## src/rtl/afsa_cfg.svh

```systemverilog
// Constants for the alarm and shutdown annunciator.
//
// Behaviour
// RQ1: Shutdown view shown only while a shutdown latched.
// RQ2: Alarm view shown only while an alarm latched.
// RQ3: First-out shutdown code holds earliest latched shutdown.
// RQ4: Separate first-out alarm code holds earliest alarm.
// RQ5: Fault conditions numbered one to eleven, fixed order.
// RQ6: Shutdown latches only when its enable bit set.
// RQ7: Alarm latches only when its own enable set.
// RQ8: Reset clears a latch only once cause gone.
// RQ9: Reset comes from discrete, serial, service, handheld.
// RQ10: One reset acts on all latches together.
// RQ11: Requester drives true then false; act once.
// RQ12: Relay polarity chooses energize or de-energize on alarm.
// RQ13: Trip-on-warning makes any alarm shut actuator down.
// RQ14: Reset clearing all latches also clears first-out.
// RQ15: Simultaneous first events record the lowest code.
`ifndef AFSA_CFG_SVH
`define AFSA_CFG_SVH

// ------------------------------------------------------------
// Sizes
// ------------------------------------------------------------
`define AFSA_NUM_FAULTS 11
`define AFSA_CODE_W 4
`define AFSA_ADDR_W 8
`define AFSA_DATA_W 32
`define AFSA_NUM_SOURCES 4

// ------------------------------------------------------------
// Register byte offsets
// ------------------------------------------------------------
`define AFSA_OFS_TRIP_EN 8'h00
`define AFSA_OFS_WARN_EN 8'h04
`define AFSA_OFS_CTRL 8'h08
`define AFSA_OFS_TRIP_LATCH 8'h0C
`define AFSA_OFS_WARN_LATCH 8'h10
`define AFSA_OFS_FIRST_OUT 8'h14
`define AFSA_OFS_LIVE 8'h18

// ------------------------------------------------------------
// Field positions and reset values
// ------------------------------------------------------------
`define AFSA_CTRL_RELAY_POL 0
`define AFSA_CTRL_TRIP_ON_WARN 1
`define AFSA_CTRL_RESET_CMD 2
`define AFSA_FO_TRIP_LSB 0
`define AFSA_FO_WARN_LSB 8
`define AFSA_FO_TRIP_VIEW 16
`define AFSA_FO_WARN_VIEW 17
`define AFSA_SRC_DISCRETE 0
`define AFSA_SRC_SERIAL 1
`define AFSA_SRC_SERVICE 2
`define AFSA_SRC_HANDHELD 3
`define AFSA_EN_RESET 11'h000
`define AFSA_CODE_NONE 4'h0

`endif

```

## src/rtl/afsa_pkg.sv

```systemverilog
// Types shared by the alarm and shutdown annunciator.
package afsa_pkg;

	typedef logic [10:0] afsa_fault_vec_t;
	typedef logic [3:0] afsa_code_t;

	// Condition codes as shown on the first-out indicators.
	typedef enum logic [3:0] {
		AFSA_NONE = 4'b0000,
		AFSA_SPEED1 = 4'b0001,
		AFSA_SPEED2 = 4'b0010,
		AFSA_BOTH_SPEED = 4'b0011,
		AFSA_REMOTE_IN = 4'b0100,
		AFSA_FUEL_CAP = 4'b0101,
		AFSA_SERIAL2 = 4'b0110,
		AFSA_SERIAL3 = 4'b0111,
		AFSA_LINK = 4'b1000,
		AFSA_FUEL_DEMAND = 4'b1001,
		AFSA_OVERSPEED = 4'b1010,
		AFSA_TORSION = 4'b1011
	} afsa_fault_code_t;

endpackage : afsa_pkg

```

## src/rtl/afsa_sync.sv

```systemverilog
// Two-stage synchroniser for asynchronous pin levels.
`timescale 1ns/100ps
module afsa_sync #(
	parameter int WIDTH = 12
) (
	input wire logic clk,
	input wire logic resetn,
	input wire logic [WIDTH-1:0] async_in,
	output logic [WIDTH-1:0] sync_out
);

	logic [WIDTH-1:0] stage1_reg;

	always_ff @(posedge clk) begin
		if (!resetn) begin
			stage1_reg <= '0;
			sync_out <= '0;
		end else begin
			stage1_reg <= async_in;
			sync_out <= stage1_reg;
		end
	end

endmodule : afsa_sync

```

## src/rtl/afsa_release_detect.sv

```systemverilog
// Detects a true-then-false sequence on each reset command source.
`timescale 1ns/100ps
module afsa_release_detect #(
	parameter int WIDTH = 4
) (
	input wire logic clk,
	input wire logic resetn,
	input wire logic [WIDTH-1:0] level_in,
	output logic [WIDTH-1:0] release_pulse
);

	logic [WIDTH-1:0] prev_reg;

	// A command acts once, on its return to false, so a held-true command
	// cannot keep clearing latches.
	assign release_pulse = prev_reg & ~level_in; // RQ11

	always_ff @(posedge clk) begin
		if (!resetn) begin
			prev_reg <= '0;
		end else begin
			prev_reg <= level_in;
		end
	end

endmodule : afsa_release_detect

```

## src/rtl/afsa_annunciator.sv

```systemverilog
// Latching alarm and shutdown annunciator with first-out capture.
//
// The register addresses and the strobed register port are this design's own decisions.
`timescale 1ns/100ps
`include "afsa_cfg.svh"
module afsa_annunciator (
	input wire logic SYS_CLK,
	input wire logic RESETN,
	input wire logic [`AFSA_NUM_FAULTS-1:0] FAULT_IN,
	input wire logic RESET_PIN,
	input wire logic SERIAL_RESET_CMD,
	input wire logic SERVICE_RESET_CMD,
	input wire logic [`AFSA_ADDR_W-1:0] ADDR,
	input wire logic [`AFSA_DATA_W-1:0] WDATA,
	input wire logic WR,
	input wire logic RD,
	output logic [`AFSA_DATA_W-1:0] RDATA,
	output logic TRIP_VIEW,
	output logic WARN_VIEW,
	output logic [`AFSA_CODE_W-1:0] FIRST_TRIP,
	output logic [`AFSA_CODE_W-1:0] FIRST_WARN,
	output logic [`AFSA_NUM_FAULTS-1:0] TRIP_LATCHED,
	output logic [`AFSA_NUM_FAULTS-1:0] WARN_LATCHED,
	output logic RELAY2_ENERGIZE,
	output logic ACTUATOR_SHUTDOWN
);

	// ------------------------------------------------------------
	// Helpers
	// ------------------------------------------------------------

	// Lowest set bit as a one-based condition code, zero when none.
	function automatic afsa_pkg::afsa_code_t lowest_code(
		input afsa_pkg::afsa_fault_vec_t vec
	);
		afsa_pkg::afsa_code_t code;
		code = `AFSA_CODE_NONE;
		for (int i = `AFSA_NUM_FAULTS - 1; i >= 0; i--) begin
			if (vec[i]) begin
				code = afsa_pkg::afsa_code_t'(i + 1); // RQ5
			end
		end
		return code; // RQ15
	endfunction : lowest_code

	// Next first-out code: cleared when the reset emptied the bank,
	// then loaded from the earliest new entries while empty.
	function automatic afsa_pkg::afsa_code_t next_first(
		input afsa_pkg::afsa_code_t cur,
		input afsa_pkg::afsa_fault_vec_t latch_now,
		input afsa_pkg::afsa_fault_vec_t latch_nxt,
		input logic reset_act
	);
		afsa_pkg::afsa_code_t base;
		afsa_pkg::afsa_fault_vec_t fresh;
		fresh = latch_nxt & ~latch_now;
		base = cur;
		if (reset_act && ((latch_now & latch_nxt) == `AFSA_EN_RESET)) begin
			base = `AFSA_CODE_NONE; // RQ14
		end
		if ((base == `AFSA_CODE_NONE) && (fresh != `AFSA_EN_RESET)) begin
			base = lowest_code(fresh);
		end
		return base;
	endfunction : next_first

	// Next latch bank: set wins over reset, and reset only drops entries
	// whose cause is gone.
	function automatic afsa_pkg::afsa_fault_vec_t next_latch(
		input afsa_pkg::afsa_fault_vec_t cur,
		input afsa_pkg::afsa_fault_vec_t cause,
		input afsa_pkg::afsa_fault_vec_t enable,
		input logic reset_act
	);
		afsa_pkg::afsa_fault_vec_t keep;
		keep = reset_act ? (cur & cause) : cur; // RQ8
		return keep | (cause & enable);
	endfunction : next_latch

	// Places a fault vector in the low bits of a bus word; the upper bits
	// read as zero.
	function automatic logic [`AFSA_DATA_W-1:0] fault_word(
		input afsa_pkg::afsa_fault_vec_t vec
	);
		logic [`AFSA_DATA_W-1:0] word;
		word = '0;
		word[`AFSA_NUM_FAULTS-1:0] = vec;
		return word;
	endfunction : fault_word

	// ------------------------------------------------------------
	// Input synchronisation
	// ------------------------------------------------------------

	logic [`AFSA_NUM_FAULTS:0] pin_sync;
	afsa_pkg::afsa_fault_vec_t fault_live;
	logic reset_pin_live;

	// Fault lines and the discrete reset share one synchroniser bank.
	// A cause shorter than one clock may be missed; causes are expected to
	// be levels that last many cycles.
	afsa_sync #(
		.WIDTH(`AFSA_NUM_FAULTS + 1)
	) u_sync (
		.clk(SYS_CLK),
		.resetn(RESETN),
		.async_in({RESET_PIN, FAULT_IN}),
		.sync_out(pin_sync)
	);

	assign fault_live = pin_sync[`AFSA_NUM_FAULTS-1:0];
	assign reset_pin_live = pin_sync[`AFSA_NUM_FAULTS];

	// ------------------------------------------------------------
	// Configuration registers
	// ------------------------------------------------------------

	afsa_pkg::afsa_fault_vec_t trip_enable_config_reg;
	afsa_pkg::afsa_fault_vec_t warning_enable_config_reg;
	logic relay_polarity_reg;
	logic trip_on_warning_enable_reg;
	logic handheld_reset_reg;

	wire sel_trip_en = (ADDR == `AFSA_OFS_TRIP_EN);
	wire sel_warn_en = (ADDR == `AFSA_OFS_WARN_EN);
	wire sel_ctrl = (ADDR == `AFSA_OFS_CTRL);
	wire sel_trip_latch = (ADDR == `AFSA_OFS_TRIP_LATCH);
	wire sel_warn_latch = (ADDR == `AFSA_OFS_WARN_LATCH);
	wire sel_first_out = (ADDR == `AFSA_OFS_FIRST_OUT);
	wire sel_live = (ADDR == `AFSA_OFS_LIVE);

	wire wr_trip_en = WR && sel_trip_en;
	wire wr_warn_en = WR && sel_warn_en;
	wire wr_ctrl = WR && sel_ctrl;

	// Writes to unmapped or read-only words fall through unused. The
	// handheld command is a plain bit: software must write it true and then
	// false, and a write that leaves it true requests nothing further.

	always_ff @(posedge SYS_CLK) begin
		if (!RESETN) begin
			trip_enable_config_reg <= `AFSA_EN_RESET;
			warning_enable_config_reg <= `AFSA_EN_RESET;
			relay_polarity_reg <= 1'b0;
			trip_on_warning_enable_reg <= 1'b0;
			handheld_reset_reg <= 1'b0;
		end else begin
			if (wr_trip_en) begin
				trip_enable_config_reg <= WDATA[`AFSA_NUM_FAULTS-1:0];
			end
			if (wr_warn_en) begin
				warning_enable_config_reg <= WDATA[`AFSA_NUM_FAULTS-1:0];
			end
			if (wr_ctrl) begin
				relay_polarity_reg <= WDATA[`AFSA_CTRL_RELAY_POL];
				trip_on_warning_enable_reg <= WDATA[`AFSA_CTRL_TRIP_ON_WARN];
				handheld_reset_reg <= WDATA[`AFSA_CTRL_RESET_CMD];
			end
		end
	end

	// ------------------------------------------------------------
	// Reset command sources
	// ------------------------------------------------------------

	logic [`AFSA_NUM_SOURCES-1:0] source_level;
	logic [`AFSA_NUM_SOURCES-1:0] source_release;
	logic reset_act;

	// Serial and service commands come from logic on this clock already.
	always_comb begin
		source_level = '0;
		source_level[`AFSA_SRC_DISCRETE] = reset_pin_live; // RQ9
		source_level[`AFSA_SRC_SERIAL] = SERIAL_RESET_CMD; // RQ9
		source_level[`AFSA_SRC_SERVICE] = SERVICE_RESET_CMD; // RQ9
		source_level[`AFSA_SRC_HANDHELD] = handheld_reset_reg; // RQ9
	end

	afsa_release_detect #(
		.WIDTH(`AFSA_NUM_SOURCES)
	) u_release (
		.clk(SYS_CLK),
		.resetn(RESETN),
		.level_in(source_level),
		.release_pulse(source_release)
	);

	// Any source's release acts on both banks at once; releases that
	// coincide merge into one action, which is harmless.
	// The discrete pin reaches the detector two cycles after the command
	// links, so one request sent on several sources may act twice; the
	// second clear only drops entries whose cause has gone, as any reset.
	assign reset_act = |source_release; // RQ10

	// ------------------------------------------------------------
	// Latch banks
	// ------------------------------------------------------------

	afsa_pkg::afsa_fault_vec_t trip_latch_reg;
	afsa_pkg::afsa_fault_vec_t trip_latch_next;
	afsa_pkg::afsa_fault_vec_t warn_latch_reg;
	afsa_pkg::afsa_fault_vec_t warn_latch_next;
	afsa_pkg::afsa_code_t first_trip_reg;
	afsa_pkg::afsa_code_t first_trip_next;
	afsa_pkg::afsa_code_t first_warn_reg;
	afsa_pkg::afsa_code_t first_warn_next;

	// The two banks see the same causes but independent enables.
	assign trip_latch_next = next_latch(trip_latch_reg, fault_live,
		trip_enable_config_reg, reset_act); // RQ6
	assign warn_latch_next = next_latch(warn_latch_reg, fault_live,
		warning_enable_config_reg, reset_act); // RQ7

	// First-out follows the stored bank, so a code stays held while its
	// entry is hidden by a cleared enable.
	assign first_trip_next = next_first(first_trip_reg, trip_latch_reg,
		trip_latch_next, reset_act); // RQ3
	assign first_warn_next = next_first(first_warn_reg, warn_latch_reg,
		warn_latch_next, reset_act); // RQ4

	always_ff @(posedge SYS_CLK) begin
		if (!RESETN) begin
			trip_latch_reg <= `AFSA_EN_RESET;
			warn_latch_reg <= `AFSA_EN_RESET;
			first_trip_reg <= `AFSA_CODE_NONE;
			first_warn_reg <= `AFSA_CODE_NONE;
		end else begin
			trip_latch_reg <= trip_latch_next;
			warn_latch_reg <= warn_latch_next;
			first_trip_reg <= first_trip_next;
			first_warn_reg <= first_warn_next;
		end
	end

	// ------------------------------------------------------------
	// Reported state and outputs
	// ------------------------------------------------------------

	// A latch stays stored if its enable is later cleared, but it is
	// only reported while enabled.
	afsa_pkg::afsa_fault_vec_t trip_report;
	afsa_pkg::afsa_fault_vec_t warn_report;
	logic any_trip;
	logic any_warn;
	logic relay_next;
	logic actuator_next;

	assign trip_report = trip_latch_next & trip_enable_config_reg; // RQ6
	assign warn_report = warn_latch_next & warning_enable_config_reg; // RQ7
	assign any_trip = |trip_report;
	assign any_warn = |warn_report;

	// Energize-for-alarm drives the relay on an alarm; otherwise the
	// relay is held energized and drops out on an alarm.
	assign relay_next = relay_polarity_reg ? any_warn : !any_warn; // RQ12
	assign actuator_next = any_trip || (trip_on_warning_enable_reg && any_warn); // RQ13

	// Outputs load from next values so they change at the same edge as the
	// latches; this keeps pin-to-output latency at three edges.

	always_ff @(posedge SYS_CLK) begin
		if (!RESETN) begin
			TRIP_VIEW <= 1'b0;
			WARN_VIEW <= 1'b0;
			FIRST_TRIP <= `AFSA_CODE_NONE;
			FIRST_WARN <= `AFSA_CODE_NONE;
			TRIP_LATCHED <= `AFSA_EN_RESET;
			WARN_LATCHED <= `AFSA_EN_RESET;
			RELAY2_ENERGIZE <= 1'b0;
			ACTUATOR_SHUTDOWN <= 1'b0;
		end else begin
			TRIP_VIEW <= any_trip; // RQ1
			WARN_VIEW <= any_warn; // RQ2
			FIRST_TRIP <= first_trip_next; // RQ3
			FIRST_WARN <= first_warn_next; // RQ4
			TRIP_LATCHED <= trip_report;
			WARN_LATCHED <= warn_report;
			RELAY2_ENERGIZE <= relay_next; // RQ12
			ACTUATOR_SHUTDOWN <= actuator_next; // RQ13
		end
	end

	// ------------------------------------------------------------
	// Read port
	// ------------------------------------------------------------

	// Each readable word is built on its own wire.
	logic [`AFSA_DATA_W-1:0] word_trip_en;
	logic [`AFSA_DATA_W-1:0] word_warn_en;
	logic [`AFSA_DATA_W-1:0] word_ctrl;
	logic [`AFSA_DATA_W-1:0] word_trip_latch;
	logic [`AFSA_DATA_W-1:0] word_warn_latch;
	logic [`AFSA_DATA_W-1:0] word_first_out;
	logic [`AFSA_DATA_W-1:0] word_live;
	logic [`AFSA_DATA_W-1:0] read_mux;
	logic [`AFSA_DATA_W-1:0] rdata_next;

	assign word_trip_en = fault_word(trip_enable_config_reg);
	assign word_warn_en = fault_word(warning_enable_config_reg);
	assign word_live = fault_word(fault_live);

	// Status words read the registered reports so software sees exactly
	// what the output pins show.
	assign word_trip_latch = fault_word(TRIP_LATCHED);
	assign word_warn_latch = fault_word(WARN_LATCHED);

	// Single-bit fields are packed by position; bits not named here read zero.
	always_comb begin
		word_ctrl = '0;
		word_ctrl[`AFSA_CTRL_RELAY_POL] = relay_polarity_reg;
		word_ctrl[`AFSA_CTRL_TRIP_ON_WARN] = trip_on_warning_enable_reg;
		word_ctrl[`AFSA_CTRL_RESET_CMD] = handheld_reset_reg;
	end

	always_comb begin
		word_first_out = '0;
		word_first_out[`AFSA_FO_TRIP_LSB +: `AFSA_CODE_W] = FIRST_TRIP;
		word_first_out[`AFSA_FO_WARN_LSB +: `AFSA_CODE_W] = FIRST_WARN;
		word_first_out[`AFSA_FO_TRIP_VIEW] = TRIP_VIEW;
		word_first_out[`AFSA_FO_WARN_VIEW] = WARN_VIEW;
	end

	// The select lines are mutually exclusive, so the order of this chain
	// does not matter; unmapped addresses fall through to zero.
	assign read_mux = sel_trip_en ? word_trip_en :
		sel_warn_en ? word_warn_en :
		sel_ctrl ? word_ctrl :
		sel_trip_latch ? word_trip_latch :
		sel_warn_latch ? word_warn_latch :
		sel_first_out ? word_first_out :
		sel_live ? word_live :
		'0;

	// Read data stand only in the cycle after the strobe.
	// A stale word therefore cannot be mistaken for a fresh one.
	assign rdata_next = RD ? read_mux : '0;

	always_ff @(posedge SYS_CLK) begin
		if (!RESETN) begin
			RDATA <= '0;
		end else begin
			RDATA <= rdata_next;
		end
	end

endmodule : afsa_annunciator

```

## config.mk

```make
export PLATFORM = sky130hd
export DESIGN_NAME = afsa_annunciator
export DESIGN_NICKNAME = d
export VERILOG_FILES = /design/src/rtl/afsa_pkg.sv /design/src/rtl/afsa_sync.sv /design/src/rtl/afsa_release_detect.sv /design/src/rtl/afsa_annunciator.sv
export VERILOG_INCLUDE_DIRS = /design/src /design/src/rtl
export SDC_FILE = /design/constraint.sdc
export NUM_CORES = 1
export LEC_CHECK = 0
export BUFFER_PORTS_ARGS = -buffer_cell sky130_fd_sc_hd__buf_2
export CELL_PAD_IN_SITES_DETAIL_PLACEMENT = 0
export CELL_PAD_IN_SITES_GLOBAL_PLACEMENT = 2
export CORE_MARGIN = 8
export CORE_UTILIZATION = 33
export CTS_BUF_LIST = sky130_fd_sc_hd__clkbuf_2 sky130_fd_sc_hd__clkbuf_4 sky130_fd_sc_hd__clkbuf_8
export CTS_CLUSTER_DIAMETER = 120
export CTS_CLUSTER_SIZE = 20
export DETAILED_ROUTE_END_ITERATION = 12
export PLACE_DENSITY_LB_ADDON = 0.1
export RECOVER_POWER = 25
export SYNTH_ARGS = -nofsm -noshare
export SYNTH_HDL_FRONTEND = slang
export SYNTH_SLANG_ARGS = --single-unit
```

## constraint.sdc

```tcl
create_clock -name SYS_CLK -period 1.8 [get_ports SYS_CLK]
set_input_delay 0.27 -clock SYS_CLK [delete_from_list [all_inputs] [get_ports SYS_CLK]]
set_output_delay 0.27 -clock SYS_CLK [all_outputs]
set_load 0.05 [all_outputs]
```

**Yosys cells after proc, flatten, opt, wreduce, memory -nomap -nowiden**

Cells that the tools add are included.

- Register bits after elaboration: 141
- Bits of input ports: 58

- Equality and inequality tests: 6
- Muxes and demuxes: 36
- Bitwise operators: 18
- Reductions and logical operators: 23

Operator list:

| kind | count |
|---|---|
| $and A11 B11 Y11 | 10 |
| $mux W4 | 26 |
| $mux W11 | 8 |
| $eq A8 B5 Y1 const B | 3 |
| $logic_not A11 Y1 | 2 |
| $not A11 Y11 | 2 |
| $or A11 B11 Y11 | 2 |
| $reduce_bool A11 Y1 | 2 |
| $reduce_or A11 Y1 | 2 |
| $mux W18 | 1 |
| $eq A8 B4 Y1 const B | 2 |
| $eq A8 B3 Y1 const B | 1 |
| $logic_and A1 B1 Y1 | 8 |
| $logic_not A4 Y1 | 2 |
| $logic_not A8 Y1 | 1 |
| $reduce_or A8 Y1 | 1 |
| $reduce_or A7 Y1 | 1 |
| $and A4 B4 Y4 | 1 |
| $not A4 Y4 | 1 |
| $reduce_or A4 Y1 | 1 |
| $not A1 Y1 | 2 |
| $reduce_and A2 Y1 | 1 |
| $logic_not A1 Y1 | 1 |
| $logic_or A1 B1 Y1 | 1 |
| $mux W1 | 1 |

**Logic depth before layout (Yosys ltp)**

- Word-level depth: 18
- Mapped depth: 8

**Modules after synthesis**

From an unflattened synthesis, not the netlist that was laid out.

- Cell total of the unflattened synthesis: 621
- Area, all modules: 5401.4 µm²

Modules (own cells, without submodules):

| module | instances | cells each | area each (µm²) | seq. area each (µm²) |
|---|---|---|---|---|
| afsa_annunciator | 1 | 559 | 4595.7 | 1901.8 |
| afsa_sync | 1 | 50 | 675.6 | 480.5 |
| afsa_release_detect | 1 | 12 | 130.1 | 80.1 |

**Worst setup path before layout**

Ideal clock, no wire load.

- Path type: register to register
- Start point: reg u_release.prev_reg[0]
- End point: reg FIRST_WARN[0]
- Setup time: 0.128 ns
- Data arrival time: 1.504 ns
- Required time: 1.672 ns
- Path slack: 0.168 ns
- Stages on the path, launching flop included: 8
- Path buffers: 1
- Path through: dfxtp_1 > nor2b_1 > a2111oi_4 > buf_6 > nand4b_2 > o41ai_2 > a32oi_1 > nor2_1

- Cells in the longest elaborated chain, start to end: 17
- Elaborated cells on any way between the ends: 24
- Those cells by class: 14 x mux; 4 x bitwise; 6 x reduce/logical

RTL lines:

| element | line | source |
|---|---|---|
| from (decl) | afsa_release_detect.sv:12 | `logic [WIDTH-1:0] prev_reg;` |
| from (signal assigned) | afsa_release_detect.sv:22 | `prev_reg <= level_in;` |
| $and A4 B4 Y4 (*) | afsa_release_detect.sv:16 | `assign release_pulse = prev_reg & ~level_in;` |
| $reduce_or A4 Y1 (*) | afsa_annunciator.sv:193 | `assign reset_act = \|source_release;` |
| $mux W11 | afsa_annunciator.sv:76 | `keep = reset_act ? (cur & cause) : cur;` |
| $or A11 B11 Y11 | afsa_annunciator.sv:77 | `return keep \| (cause & enable);` |
| $and A11 B11 Y11 | afsa_annunciator.sv:56 | `fresh = latch_nxt & ~latch_now;` |
| $mux W4 (11 in series) | afsa_annunciator.sv:39 | `if (vec[i]) begin` |
| $mux W4 (*) | afsa_annunciator.sv:61 | `` if ((base == `AFSA_CODE_NONE) && (fresh != `AFSA_EN_RESET)) begin `` |
| to (signal assigned) | afsa_annunciator.sv:266 | `` FIRST_WARN <= `AFSA_CODE_NONE; `` |
| to (signal assigned) | afsa_annunciator.sv:275 | `FIRST_WARN <= first_warn_next;` |
| to (decl) | afsa_annunciator.sv:21 | `` output logic [`AFSA_CODE_W-1:0] FIRST_WARN, `` |

Every way passes the cells marked *; elsewhere a longest branch is shown, timed or not.
A chain may end at the register's enable or synchronous reset.

**Worst setup path after layout**

- Start point: reg u_release.prev_reg[3]
- End point: reg RELAY2_ENERGIZE

- Cells in the longest elaborated chain, start to end: 8

RTL lines:

| element | line | source |
|---|---|---|
| $and A4 B4 Y4 (*) | afsa_release_detect.sv:16 |  |
| $reduce_or A4 Y1 (*) | afsa_annunciator.sv:193 |  |
| $mux W11 (*) | afsa_annunciator.sv:76 |  |
| $or A11 B11 Y11 (*) | afsa_annunciator.sv:77 |  |
| $and A11 B11 Y11 (*) | afsa_annunciator.sv:249 | `assign warn_report = warn_latch_next & warning_enable_config_reg;` |
| $reduce_or A11 Y1 (*) | afsa_annunciator.sv:251 | `assign any_warn = \|warn_report;` |
| $logic_not A1 Y1 | afsa_annunciator.sv:255 | `assign relay_next = relay_polarity_reg ? any_warn : !any_warn;` |
| $mux W1 (*) | afsa_annunciator.sv:255 |  |
| to (signal assigned) | afsa_annunciator.sv:278 | `RELAY2_ENERGIZE <= relay_next;` |
| to (decl) | afsa_annunciator.sv:24 | `output logic RELAY2_ENERGIZE,` |

Marked as above.

==> results.py <==
metrics = {
    "clock_tree": {
        "cts_inserted_buffers": 17,
        "cts.htree.levels": 4,
        "clk_pin_slew_ps": 70,
        "cts_num_sinks": 123,
        "clk_latency_ps": 450,
        "cts_buffer_depth": 2,
        "cts_tree": "done",
        "root_buffer": "clkbuf_8",
    },
    "sta": {
        "relSlewSlack": 0.4190,
        "worst_pin_slew_ps": 871.6,
        "fin_crit_ps": 1786,
        "clock_skew_ps": 9.876,
        "fin_crit_sh": 0.9924,
        "holdWs_ps": 34.44,
        "setup_tns_ps": 0,
        "worst_slack_ps": 13.73,
        "finalSetupViolCount": 0,
        "hold_viol": 0,
        "slew_viol_final": 0,
        "rsz0062_at_grt": "true",
        "fmax_mhz": 559.8,
    },
    "yosys": {
        "seq_area_frac_synth": 0.4679,
        "yosysWarningCount": 0,
        "synthArstFlopShare": 0,
        "synth_ff_type": "dfxtp_1",
        "synth_area_per_cell_um2": 8.874,
        "netlist_top_cells_area": "dfxtp_1, and2_1, a21oi_1",
        "synth_top_area_share": 0.4679,
        "yosys.area.top_type": "dfxtp_1",
        "synth_commonest_cells": "dfxtp_1, nand2_1, a21oi_1",
        "yosysMostFrequentCell": "dfxtp_1",
        "synth-edff-count": 0,
        "netlist_area_um2": 5263,
        "synth-seq-cells": 123,
        "ys_types": 55,
        "syn_inst": 593,
    },
    "setup_path": {
        "path_buf_inv": 3,
        "crit_start": "u_release.prev_reg[3]",
        "path_max_fanout": 6,
        "crit_required_ps": 2170,
        "cp_data_arrival_time_ps": 2160,
        "critPathCaptureType": "register",
        "worstPathCellList": "nor2b_4, a2111oi_4, buf_6, buf_12, buf_4, a21oi_2, o21ai_2, a211oi_4, mux2i_1",
        "path_class": "reg2reg",
        "slowest_stage": "dfxtp_1",
        "critical-path-top-delay-family": "compound AO/OA/AOI/OAI gates",
        "max_stage_delay_ps": 320,
        "worstSetupStartpointType": "register",
        "r2r-start": "u_release.prev_reg[3]",
    },
    "die": {
        "ios": 124,
        "fp.dieArea_um2": 20240,
        "core_area_um2": 15710,
        "floorplan.rows": 46,
        "die_w_um": 142.3,
        "initial_utilization": 0.3349,
        "die_h_um": 142.3,
    },
    "placed_design": {
        "hpwl_mm": 14.64,
        "pre_cts_ws_ps": -82.29,
        "place_area_um2": 6281,
        "globalplace.congestion": 0.9197,
        "io_buffers": 84,
    },
    "status": {
        "status": "finished, final reports clean",
    },
    "drt": {
        "firstDrtPassIters": 5,
        "postRouteWirelength_mm": 19.24,
        "vias_per_cell": 5.112,
        "routedWlPerCell_um": 19.72,
        "drt_iter0_markers": 467,
        "antenna_left": 0,
        "via_count": 4989,
        "drcViolationCount": 0,
    },
    "flow_run": {
        "drv_cap": 0,
    },
    "finish": {
        "finalInstanceArea_um2": 7058,
        "fillerInstances": 1612,
        "areaGrowthSynthToFinish_pct": 34.12,
        "antenna_cells": 0,
        "drive_gt1_frac": 0.3053,
        "largest_register_ffs": 14,
        "nets": 805,
    },
    "pwr": {
        "p_leak_nw": 2.922,
        "ir_drop_v": 0.0004338,
        "powerDensity_nw_per_um2": 901.0,
    },
    "grt": {
        "antenna_found_initial": 0,
        "grt_max_degree": 37,
        "grt_pass1_wl_mm": 28.47,
        "grt_pass1_vias": 4832,
        "grt_overflow": 0,
        "grt_use_total": 0.1885,
    },
    "min_path": {
        "hp-start": "FAULT_IN[10]",
        "hp-class": "in2reg",
    },
}
## worst paths after layout
kind / endpoint / slack [ps] / cells after the start
min reg2reg: u_sync.sync_out[11] / 440 / 1
min: u_sync.stage1_reg[10] / 30 / 2
max reg2reg: RELAY2_ENERGIZE / 10 / 9
max: RELAY2_ENERGIZE / 10 / 9
## logic make-up after synthesis
logic type             count (synthesis)  share of synthesized area
AO/OA/AOI/OAI                        177                     0.2261
buffers and inverters                 56                    0.06158
flip-flops                           123                     0.4679
multiplexers                          17                    0.03376
other                                  1                  0.0007126
AND/OR/NAND/NOR                      219                     0.2099
## area by class of cell
cell class                      count  area [um^2]  share of cell area
Multi-Input combinational cell    431         2643              0.3744
Sequential cell                   123         2475              0.3506
Timing Repair Buffer              168         1135              0.1608
Tap cell                          216        270.3             0.03829
Clock inverter                     14        265.3             0.03758
Clock buffer                       18        247.7             0.03510
Inverter                            6        22.52            0.003191
## layout by cell type (no fill, tap or decap), types with 6 or more instances in the layout
master	n
o22ai_1	6
mux2i_1	11
dfxtp_2	7
a21oi_2	10
conb_1	18
mux2_2	6
dfxtp_1	115
bufinv_16	7
nor2_1	29
o21ai_0	35
buf_2	83
nand3_1	28
a22oi_1	33
buf_4	64
and2_0	13
a21oi_1	54
nand2_1	71
dlygate4sd3_1	8
clkbuf_8	18
and2_1	40
inv_1	6
nand4_1	6
## worst register-to-register path, delay by kind of cell (launching register included)
kind                   cells  cell delay, ps
flip-flops                 1             320
AO/OA/AOI/OAI              4             530
AND/OR/NAND/NOR            1             170
buffers and inverters      3             440
multiplexers               1             260
## routing by layer
metal / global-route usage / wire length, um
met1: 0.2476 / 8867
met2: 0.2897 / 8722
met3: 0.05334 / 1353
met4: 0.06388 / 299
met5: 0 / 0
## stage by stage
step	util	total power [mW]	cells
6_report	0.4492	6.360	976
5_1_grt	0.4492	6.564	976
4_1_cts	0.4380	6.375	972
3_5_place_dp	0.3997	3.200	932
3_3_place_gp	0.3997	3.198	932
2_1_floorplan	-	3.082	610
## where the power goes
| group | internal, mW | leakage [nW] | total (mW) | switching [mW] |
|---|---|---|---|---|
| Sequential | 2.75 | 1.00 | 2.78 | 0.0346 |
| Combinational | 0.156 | 1.67 | 0.414 | 0.258 |
| Clock | 1.97 | 0.250 | 3.16 | 1.19 |
## what timing repair did
item	4_1_cts	5_1_grt
hold buffers	8	0
resized for setup	4	33
setup endpoints to repair	5	20
pin swaps	0	13
cloned	0	2
hold endpoints to repair	8	0
buffers inserted	0	2
Note: power is estimated with default switching activity, not from simulation.
